**src/hw/iodr_params.svh**
```systemverilog
// constants for the imu output data register block
// assumes: included by bare name before iodr_pkg
`ifndef IODR_PARAMS_SVH
`define IODR_PARAMS_SVH
`define IODR_WORD_W        16
`define IODR_SAMPLE_W      32
`define IODR_SUM_W         50
`define IODR_TICK_W        16
`define IODR_ADDR_W        7
`define IODR_CLK_PERIOD_PS 4000
`define IODR_TS_LSB_PS     49020000
`define IODR_SYNC_SCALED   3'b010
`define IODR_WORD_ZERO     16'h0000
`define IODR_WORD_ONE      16'h0001
`define IODR_DANG_SHIFT    16
`define IODR_DANG_MUL_360  16'h4000
`define IODR_DANG_MUL_720  16'h2000
`define IODR_DANG_MUL_2160 16'h0aab
`define IODR_VAR_360       2'h0
`define IODR_VAR_720       2'h1
`define IODR_VAR_2160      2'h2
`define IODR_OFF_ACCX_LO   7'h10
`define IODR_OFF_ACCX_HI   7'h12
`define IODR_OFF_ACCY_LO   7'h14
`define IODR_OFF_ACCY_HI   7'h16
`define IODR_OFF_ACCZ_LO   7'h18
`define IODR_OFF_ACCZ_HI   7'h1a
`define IODR_OFF_TEMP      7'h1c
`define IODR_OFF_STAMP     7'h1e
`define IODR_OFF_COUNT     7'h22
`define IODR_OFF_DANGX_LO  7'h24
`define IODR_OFF_DANGX_HI  7'h26
`define IODR_OFF_DANGY_LO  7'h28
`define IODR_OFF_DANGY_HI  7'h2a
`define IODR_OFF_DANGZ_LO  7'h2c
`define IODR_OFF_DANGZ_HI  7'h2e
`endif

```
**src/hw/iodr_pkg.sv**
```systemverilog
// state types for the imu output data register block
// assumes: iodr_params.svh is available on the include path
`include "iodr_params.svh"
package iodr_pkg;
    typedef logic [`IODR_WORD_W-1:0]   iodr_word_t;
    typedef logic [`IODR_SAMPLE_W-1:0] iodr_sample_t;

    typedef struct packed {
        logic                    sync_meta;
        logic                    sync_sync;
        logic                    sync_prev;
        logic [`IODR_TICK_W-1:0] tick;
        iodr_word_t              ts_run;
        iodr_word_t              dec_cnt;
        iodr_sample_t [2:0]      accel;
        iodr_word_t              temp;
        iodr_word_t              stamp;
        iodr_word_t              count;
        iodr_word_t              rd_data;
        logic                    rd_ack;
        logic                    ready;
    } iodr_top_s;

    typedef struct packed {
        iodr_sample_t                   prev;
        logic signed [`IODR_SUM_W-1:0] sum;
        iodr_sample_t                   dang;
    } iodr_integ_s;
endpackage

```
**src/hw/iodr_integ.sv**
```systemverilog
// one axis of trapezoidal delta angle integration
// assumes: sample and last come from the same clock domain
module iodr_integ
    import iodr_pkg::*;
(
    // clock and reset
    input  wire logic         ref_clk,
    input  wire logic         arst_n,
    // sample flow
    input  wire logic         sample,
    input  wire logic         last,
    input  wire logic         clear,
    input  wire iodr_sample_t rate,
    input  wire iodr_word_t   scale,
    // result
    output iodr_sample_t      dang
);
    iodr_integ_s                    s_q;
    iodr_integ_s                    s_d;
    logic signed [32:0]             term;
    logic signed [`IODR_SUM_W-1:0]  total;
    logic signed [`IODR_SUM_W+16:0] prod;

    always_comb
    begin
        s_d   = s_q;
        term  = $signed({rate[31], rate}) + $signed({s_q.prev[31], s_q.prev});
        total = s_q.sum + $signed({{(`IODR_SUM_W-33){term[32]}}, term});
        prod  = total * $signed({1'b0, scale});
        if (clear)
        begin
            s_d.prev = '0;
            s_d.sum  = '0;
        end
        else if (sample)
        begin
            s_d.prev = rate;
            if (last)
            begin
                // dec+1 terms per output period
                s_d.sum  = '0;
                s_d.dang = prod[`IODR_DANG_SHIFT +: `IODR_SAMPLE_W];
            end
            else
            begin
                s_d.sum = total;
            end
        end
    end

    always_ff @(posedge ref_clk or negedge arst_n)
    begin
        if (!arst_n)
            s_q <= '0;
        else
            s_q <= s_d;
    end

    assign dang = s_q.dang;
endmodule

```
**src/hw/iodr_top.sv**
```systemverilog
// output data registers of the inertial module: accel, temp, stamp,
// update counter and delta angles, read through a word read port
// assumes: sensor words and sample_strobe come from ref_clk logic;
// sync_pin is asynchronous
//
// What this block does
// accel high word is 16-bit two's complement, 1.25 mg per count
// accel low word adds 16 resolution bits, forming 32-bit sample
// temperature word two's complement, 0.1 degC per count, 0 at 0 degC
// time stamp counts 49.02 us units since last sync pulse
// time stamp meaningful only in scaled sync mode, code 010
// each update loads stamp with time of its final sample
// update counter starts at zero after power-on or reset command
// counter increments per update and wraps from ffff to zero
// delta angle is trapezoid sum of rate pairs over twice sample rate
// summation spans decimation setting plus one pre-decimation samples
// internal sample clock nominally 2000 sps sets integration scale
// host may rescale delta angle by measured data-ready rate
// each delta angle is two words forming 32-bit two's complement
// delta angle range 360, 720 or 2160 degrees by variant
// delta angle high word count is range over 2 to 15th
// high and low words of one value load together
module iodr_top
    import iodr_pkg::*;
#(
    parameter int TS_CYCLES = `IODR_TS_LSB_PS / `IODR_CLK_PERIOD_PS
)
(
    // clock and reset
    input  wire logic                    ref_clk,
    input  wire logic                    arst_n,
    // sensor samples, pre-decimation
    input  wire logic                    sample_strobe,
    input  wire iodr_sample_t [2:0]      accel_in,
    input  wire iodr_sample_t [2:0]      rate_in,
    input  wire iodr_word_t              temp_in,
    // configuration
    input  wire logic [2:0]              sync_mode,
    input  wire iodr_word_t              decimation_setting,
    input  wire logic [1:0]              variant,
    input  wire logic                    reset_cmd,
    // external sync pin
    input  wire logic                    sync_pin,
    // register read port
    input  wire logic                    rd_req,
    input  wire logic [`IODR_ADDR_W-1:0] rd_addr,
    output iodr_word_t                   rd_data,
    output logic                         rd_ack,
    // update marker
    output logic                         data_ready_output
);
    iodr_top_s          s_q;
    iodr_top_s          s_d;
    iodr_sample_t [2:0] dang;
    iodr_word_t         scale;
    iodr_word_t         mux;
    logic               sync_edge;
    logic               scaled;
    logic               update;

    // variant sets the count weight of the delta angle output
    always_comb
    begin
        case (variant)
            `IODR_VAR_360:  scale = `IODR_DANG_MUL_360;
            `IODR_VAR_720:  scale = `IODR_DANG_MUL_720;
            `IODR_VAR_2160: scale = `IODR_DANG_MUL_2160;
            default:        scale = `IODR_DANG_MUL_360;
        endcase
    end

    assign sync_edge = s_q.sync_sync & ~s_q.sync_prev;
    assign scaled    = sync_mode == `IODR_SYNC_SCALED;
    // >= so a lowered setting mid-period still ends the period
    assign update    = sample_strobe && !reset_cmd && s_q.dec_cnt >= decimation_setting;

    genvar ax;
    generate
        for (ax = 0; ax < 3; ax++)
        begin : g_axis
            iodr_integ u_integ (
                .ref_clk (ref_clk),
                .arst_n  (arst_n),
                .sample  (sample_strobe && !reset_cmd),
                .last    (update),
                .clear   (reset_cmd),
                .rate    (rate_in[ax]),
                .scale   (scale),
                .dang    (dang[ax])
            );
        end
    endgenerate

    always_comb
    begin
        case ({rd_addr[`IODR_ADDR_W-1:1], 1'b0})
            `IODR_OFF_ACCX_LO:  mux = s_q.accel[0][15:0];
            `IODR_OFF_ACCX_HI:  mux = s_q.accel[0][31:16];
            `IODR_OFF_ACCY_LO:  mux = s_q.accel[1][15:0];
            `IODR_OFF_ACCY_HI:  mux = s_q.accel[1][31:16];
            `IODR_OFF_ACCZ_LO:  mux = s_q.accel[2][15:0];
            `IODR_OFF_ACCZ_HI:  mux = s_q.accel[2][31:16];
            `IODR_OFF_TEMP:     mux = s_q.temp;
            `IODR_OFF_STAMP:    mux = s_q.stamp;
            `IODR_OFF_COUNT:    mux = s_q.count;
            `IODR_OFF_DANGX_LO: mux = dang[0][15:0];
            `IODR_OFF_DANGX_HI: mux = dang[0][31:16];
            `IODR_OFF_DANGY_LO: mux = dang[1][15:0];
            `IODR_OFF_DANGY_HI: mux = dang[1][31:16];
            `IODR_OFF_DANGZ_LO: mux = dang[2][15:0];
            `IODR_OFF_DANGZ_HI: mux = dang[2][31:16];
            default:            mux = `IODR_WORD_ZERO;
        endcase
    end

    always_comb
    begin
        s_d           = s_q;
        s_d.sync_meta = sync_pin;
        s_d.sync_sync = s_q.sync_meta;
        s_d.sync_prev = s_q.sync_sync;

        // sync-relative time base
        if (!scaled || sync_edge)
        begin
            s_d.tick   = '0;
            s_d.ts_run = `IODR_WORD_ZERO;
        end
        else if (s_q.tick == `IODR_TICK_W'(TS_CYCLES - 1))
        begin
            s_d.tick   = '0;
            s_d.ts_run = s_q.ts_run + `IODR_WORD_ONE;
        end
        else
        begin
            s_d.tick = s_q.tick + `IODR_TICK_W'(1);
        end

        // all words of one update load in the same cycle
        if (reset_cmd)
        begin
            s_d.dec_cnt = `IODR_WORD_ZERO;
            s_d.count   = `IODR_WORD_ZERO;
        end
        else if (update)
        begin
            s_d.dec_cnt = `IODR_WORD_ZERO;
            s_d.accel   = accel_in;
            s_d.temp    = temp_in;
            s_d.stamp   = s_q.ts_run;
            s_d.count   = s_q.count + `IODR_WORD_ONE;
        end
        else if (sample_strobe)
        begin
            s_d.dec_cnt = s_q.dec_cnt + `IODR_WORD_ONE;
        end

        // a stale stamp outside scaled mode would mislead the host
        if (!scaled)
            s_d.stamp = `IODR_WORD_ZERO;

        s_d.rd_ack  = rd_req;
        s_d.rd_data = rd_req ? mux : s_q.rd_data;
        s_d.ready   = update;
    end

    always_ff @(posedge ref_clk or negedge arst_n)
    begin
        if (!arst_n)
            s_q <= '0;
        else
            s_q <= s_d;
    end

    assign rd_data           = s_q.rd_data;
    assign rd_ack            = s_q.rd_ack;
    assign data_ready_output = s_q.ready;
endmodule

```
**config.mk**
```make
export PLATFORM = sky130hd
export DESIGN_NAME = iodr_top
export DESIGN_NICKNAME = d
export VERILOG_FILES = /design/src/hw/iodr_pkg.sv /design/src/hw/iodr_integ.sv /design/src/hw/iodr_top.sv
export VERILOG_INCLUDE_DIRS = /design/src /design/src/hw
export SDC_FILE = /design/constraint.sdc
export NUM_CORES = 2
export LEC_CHECK = 0
export ABC_CLOCK_PERIOD_IN_PS = 19300
export BUFFER_PORTS_ARGS = -buffer_cell sky130_fd_sc_hd__buf_2
export CAP_MARGIN = 20
export CORE_ASPECT_RATIO = 1.5
export CORE_MARGIN = 2
export CORE_UTILIZATION = 53
export DETAILED_ROUTE_END_ITERATION = 6
export PLACE_DENSITY_LB_ADDON = 0.25
export SLEW_MARGIN = 25
export SYNTH_ARGS = -nofsm -noshare
export SYNTH_HDL_FRONTEND = slang
export SYNTH_HIERARCHICAL = 1
export SYNTH_SLANG_ARGS = --single-unit
```
**constraint.sdc**
```tcl
create_clock -name ref_clk -period 19.3 [get_ports ref_clk]
set_clock_uncertainty 0.05 [all_clocks]
set_input_delay 3.86 -clock ref_clk [delete_from_list [all_inputs] [get_ports ref_clk]]
set_output_delay 3.86 -clock ref_clk [all_outputs]
set_load 0.03 [all_outputs]
```
== Word-level counts from Yosys, hierarchy flattened ==
Cells that the tools add are included.
Operators by class
  $lt $le $gt $ge: 1
  equal/unequal tests: 21
  reduce and logical (&&, ||, !) cells: 12
  add/subtract/negate cells: 10
  bitwise logic cells: 3
  multiplexer cells: 24
  multiply operators: 3
Operators with widths (number)
  114-bit 2-to-1 mux: 3
  82-bit 2-to-1 mux: 3
  16-bit case mux with 15 select lines: 1
  32-bit 2-to-1 mux: 5
  50-bit by 33-bit adder with 50-bit output: 3
  50-bit by 16-bit multiplier with 48-bit output: 3
  50-bit 2-to-1 mux: 3
  16-bit 2-to-1 mux: 8
  32-bit by 32-bit adder with 33-bit output: 3
  16-bit by 1-bit adder with 16-bit output, second input constant: 4
  6-bit by 4-bit == test with 1-bit output, second input constant: 8
  6-bit by 5-bit == test with 1-bit output, second input constant: 7
  15-bit case mux with 2 select lines: 1
  16-bit by 14-bit == test with 1-bit output, second input constant: 1
  16-bit >= comparator: 1
  2-bit nonzero test: 3
  2-bit AND reduction: 2
  3-bit by 2-bit == test with 1-bit output, second input constant: 1
  3-bit AND reduction: 1
  3-bit nonzero test: 1
  2-bit by 1-bit == test with 1-bit output, second input constant: 1
  2-bit == test, second input constant: 1
  1-bit logical AND: 2
  1-bit logical NOT: 2
  other kinds (5): 6
Storage, ports and cells
  input bits: 242
  bits in registers: 555
  output and inout port bits: 18

== Longest topological paths before layout ==
  word-level depth: 6
  depth in mapped cells: 43

== Modules after synthesis ==
Netlist, hierarchy kept.
By module, submodules not included
  iodr_integ at g_axis[1].u_integ: sequential area each 2802.7 µm², cells an instance 2979, area an instance 27139.8 µm², instances 1
  iodr_integ at g_axis[0].u_integ: sequential area each 2802.7 µm², cells an instance 2955, area an instance 26923.3 µm², instances 1
  iodr_integ at g_axis[2].u_integ: sequential area each 2802.7 µm², cells an instance 2952, area an instance 26819.5 µm², instances 1
  iodr_top: sequential area each 5330.1 µm², cells an instance 1240, area an instance 10687.8 µm², instances 1

== Worst setup path before layout ==
OpenSTA, ideal clock, no wires.
  path type: input-to-reg
  start point: in rate_in[33] (netlist name)
  end point: reg g_axis[1].u_integ.s_q, in the netlist g_axis[1].u_integ/dang[31]
  stages on the path: 38
  setup slack: 6.623 ns
  library setup time: 0.079 ns
  path buffers: 1
  data required time: 19.171 ns
  data arrival time: 12.548 ns
  path through: inv_1 > fa_1 > inv_1 > ha_1 > inv_1 > fa_1 > nand2b_1 > a21oi_2 > o2111ai_2 > a21oi_1 > nor2b_1 > o21ai_0 > xor2_1 > clkbuf_1 > nand2_1 > fa_1 > fa_1 > fa_1 > [2 not listed] > fa_1 > inv_1 > fa_1 > inv_1 > ha_1 > a21o_1 > a21o_1 > a21oi_1 > o21ai_1 > or4_1 > a21oi_1 > o31ai_1 > and3_1 > a211oi_1 > nor2b_1 > nor2_1 > xnor3_1 > o21ai_1
On the way
  cells in the longest elaborated chain, start to end: 3
RTL lines
  from (decl): RTL line iodr_top.sv:35  | input wire iodr_sample_t [2:0] rate_in,
  32-bit by 32-bit adder with 33-bit output: RTL line iodr_integ.sv:27  | term = $signed({rate[31], rate}) + $signed({s_q.prev[31], s_q.prev});
  50-bit by 33-bit adder with 50-bit output: RTL line iodr_integ.sv:28  | total = s_q.sum + $signed({{(`IODR_SUM_W-33){term[32]}}, term});
  50-bit by 16-bit multiplier with 48-bit output: RTL line iodr_integ.sv:29  | prod = total * $signed({1'b0, scale});
  to (signal assigned): RTL line iodr_integ.sv:54  | s_q <= '0;
  to (signal assigned): RTL line iodr_integ.sv:56  | s_q <= s_d;
  to (decl): RTL line iodr_integ.sv:18  | iodr_integ_s s_q;
Every way passes these cells.
A chain may end at the register's enable or synchronous reset.

== Worst setup path in the final report ==
  start point: in rate_in[1] (netlist name)
  end point: reg g_axis[0].u_integ.s_q, in the netlist g_axis[0].u_integ/dang[31]
On the way
  cells in the longest elaborated chain, start to end: 3
RTL lines (RTL line)
  32-bit by 32-bit adder with 33-bit output: iodr_integ.sv:27
  50-bit by 33-bit adder with 50-bit output: iodr_integ.sv:28
  50-bit by 16-bit multiplier with 48-bit output: iodr_integ.sv:29
  to (signal assigned): iodr_integ.sv:54
  to (signal assigned): iodr_integ.sv:56
  to (decl): iodr_integ.sv:18
Every way passes these cells.

==> flow_metrics.py <==
metrics = {
    "logic_synthesis": {
        "synth_compound_area_frac": 0.0821,
        "async_flop_share": 1.00,
        "synth_ff_type": "dfrtp_1",
        "synthMuxAreaShare": 0.0120,
        "synth-edff-count": 0,
        "seq_area_frac_synth": 0.150,
        "synthAdderAreaFrac": 0.444,
        "synth_top_family_by_area": "adder cells",
        "ys_ff_latch": 549,
        "synth_simple_gate_area_share": 0.169,
        "synthDistinctLibCells": 101,
        "synth_xor_area_frac": 0.0344,
        "syn_area_um2": 91600,
        "yosysWarnings": 6,
        "avgSynthCellArea_um2": 9.04,
        "synth_cells": 10100,
    },
    "clocking": {
        "cts_tree": "done",
        "cts_setup_buffers": 0,
        "ctsHoldBuffers": 0,
        "ctsResizeCount": 0,
        "clkSinkCount": 549,
        "cts_made_buffers": 61,
        "insertion_delay_ns": 0.75,
        "cts.clk_slew.worst_paths_ns": 0.07,
        "max-clock-path-buffers": 3,
        "root_buffer": "clkbuf_16",
        "h-tree-depth": 2,
    },
    "hold_path": {
        "worstHoldStart": "s_d[210]$_DFF_PN0_",
        "hp-class": "reg2reg",
    },
    "worst_setup_path": {
        "cpMostUsedCell": "fa_1",
        "cpPeakStageDelay_ns": 0.54,
        "crit_fanout": 12,
        "crit_path_top_delay_cell": "fa_1",
        "cp-start-kind": "input port",
        "crit_start": "rate_in[1]",
        "cp_top_family": "adder cells",
        "r2r_start": "g_axis[0].u_integ/s_q[33]$_DFFE_PN0P_",
        "arrival_ns": 14.17,
        "worstSetupPathType": "in2reg",
        "cp-end-kind": "flop",
        "worstPathRequired_ns": 19.93,
        "crit_buf_inv": 9,
    },
    "routing": {
        "viasPerCell": 5.59,
        "vias": 69200,
        "wire_per_inst_um": 20.6,
        "firstDrtPassIters": 7,
        "drt_iter0_markers": 4677,
        "postRouteAntennaNets": 0,
        "wl_um": 255000,
        "drc_errors": 4,
    },
    "global_routing": {
        "gr-total-overflow": 0,
        "grt_max_degree": 239,
        "grtUsageTotal": 0.297,
        "antenna_found_initial": 22,
        "grt_pass1_vias": 75400,
        "grt_pass1_wl_um": 408000,
    },
    "placement": {
        "pre_cts_ws_ns": 5.02,
        "port_buffers": 258,
        "place_congestion": 0.921,
        "dp_hpwl_um": 196000,
    },
    "floorplanning": {
        "die-area_um2": 176000,
        "die_w_um": 343,
        "die_h_um": 513,
        "ios": 260,
        "rows": 186,
        "core-area_um2": 172000,
        "start_util": 0.534,
    },
    "timing": {
        "worst_slack_ns": 5.76,
        "rsz0062_at_grt": "no",
        "relSlewSlack": 0.198,
        "slew_viol_final": 0,
        "setup_viol": 0,
        "max_freq_mhz": 73.9,
        "min_period_ns": 13.54,
        "tightest_slew_ns": 1.20,
        "holdWs_ns": 0.339,
        "hold_viol": 0,
        "final.period_utilization": 0.702,
        "setup_tns_ns": 0,
    },
    "final_layout": {
        "drive_above_1_share": 0.0596,
        "fill_cells": 15400,
        "final_util": 0.564,
        "areaGrowthSynthToFinish_pct": 5.71,
        "final_cell_mix": "inv_1 (1891), nand2_1 (1759), fa_1 (1722)",
        "final_common_cell": "inv_1",
        "layout.nets": 12500,
    },
    "status": {
        "outcome": "complete, but fails checks",
        "violations": "DRC",
    },
    "job": {
        "cap_violations": 0,
    },
}
## state kept, by name, indices dropped and copies added (netlist names)
register and cells:
rd_ack 1, g_axis.u_integ/dang 96, g_axis.u_integ/s_q 240, s_q 193, data_ready_output 1, s_d 2
rd_data 16
## area by class of cell
| class | count | area (µm²) | area share |
|---|---|---|---|
| Tap cell | 2256 | 2820 | 0.0292 |
| Timing Repair Buffer | 423 | 2580 | 0.0267 |
| Multi-Input combinational cell | 7127 | 68300 | 0.706 |
| Clock inverter | 31 | 538 | 0.00556 |
| Clock buffer | 80 | 1670 | 0.0172 |
| Sequential cell | 549 | 13700 | 0.142 |
| Antenna cell | 12 | 30.0 | 0.000310 |
| Inverter | 1893 | 7110 | 0.0735 |
## worst register-to-register path: cells and delay by family (launching register included)
family          cells  cell delay [ns]
fa+ha+maj          10             4.41
compound gates     12             2.68
simple gates       10             1.54
buf+inv             8             0.83
xor+xnor            2             0.79
flops               1             0.36
## layer usage
| layer | routed length (µm) | vias to the layer above | GRT usage |
|---|---|---|---|
| li1 | - | 30600 | - |
| met1 | 94000 | 35500 | 0.353 |
| met2 | 131000 | 2332 | 0.524 |
| met3 | 14900 | 689 | 0.0361 |
| met4 | 14900 | 8 | 0.158 |
| met5 | 56 | - | 0 |
## logic make-up (layout without fill, tap and decap cells)
group | after synthesis | after routing
AO/OA/AOI/OAI | 1108 | 1108
XOR/XNOR | 331 | 331
adder cells (fa/ha/maj) | 2219 | 2219
buffers and inverters | 2513 | 2427
flip-flops | 549 | 549
multiplexers | 109 | 109
other | 1 | 76
AND/OR/NAND/NOR | 3296 | 3296
## synth_stat cells, types with 14 or more instances
cell,n,share of area
xor2_1,114,0.011
inv_1,1892,0.078
o21bai_1,27,0.0022
a31oi_1,20,0.0014
o21ai_1,47,0.0026
buf_4,112,0.0092
nand2b_1,47,0.0032
a211oi_1,21,0.0017
and3_1,43,0.0029
o22ai_1,22,0.0015
nor2b_1,77,0.0053
nand4_1,67,0.0046
mux2i_1,105,0.011
nand2_1,1759,0.072
xnor2_1,197,0.019
nand3_1,88,0.0048
nor2_1,290,0.012
fa_1,1722,0.38
o31ai_1,18,0.0015
xnor3_1,14,0.0034
a22o_1,140,0.013
ha_1,497,0.068
a21o_1,94,0.0077
buf_2,36,0.0020
dfrtp_1,549,0.15
a21oi_1,260,0.014
o21ai_0,188,0.010
and2_1,782,0.053
clkbuf_1,461,0.019
a222oi_1,17,0.0019
nor3_1,44,0.0024
o21a_1,27,0.0022
o211ai_1,25,0.0020
a22oi_1,102,0.0084
## stage by stage
step / cell area [µm²] / instances
after global routing: 96800 / 12400
after global placement: 94500 / 12200
after floorplan: 91800 / 10200
after detailed placement: 94600 / 12200
final: 96800 / 12400
after CTS: 96800 / 12400
## final timing paths
path / depth (start not counted) / slack [ns] / endpoint
worst max-delay path: 43 / 5.76 / g_axis[0].u_integ/dang[31]$_DFFE_PN0P_
worst min-delay path: 0 / 0.34 / s_q[210]$_DFF_PN0_
worst max register to register: 42 / 8.58 / g_axis[0].u_integ/dang[31]$_DFFE_PN0P_
worst min register to register: 0 / 0.34 / s_q[210]$_DFF_PN0_
max in group asynchronous: 4 / 13.44 / g_axis[2].u_integ/dang[27]$_DFFE_PN0P_
min in group asynchronous: 1 / 3.07 / g_axis[0].u_integ/s_q[101]$_DFFE_PN0P_
Power is not shown: default switching activity piles up to over one toggle a cycle in this logic, so the estimate is an artifact.
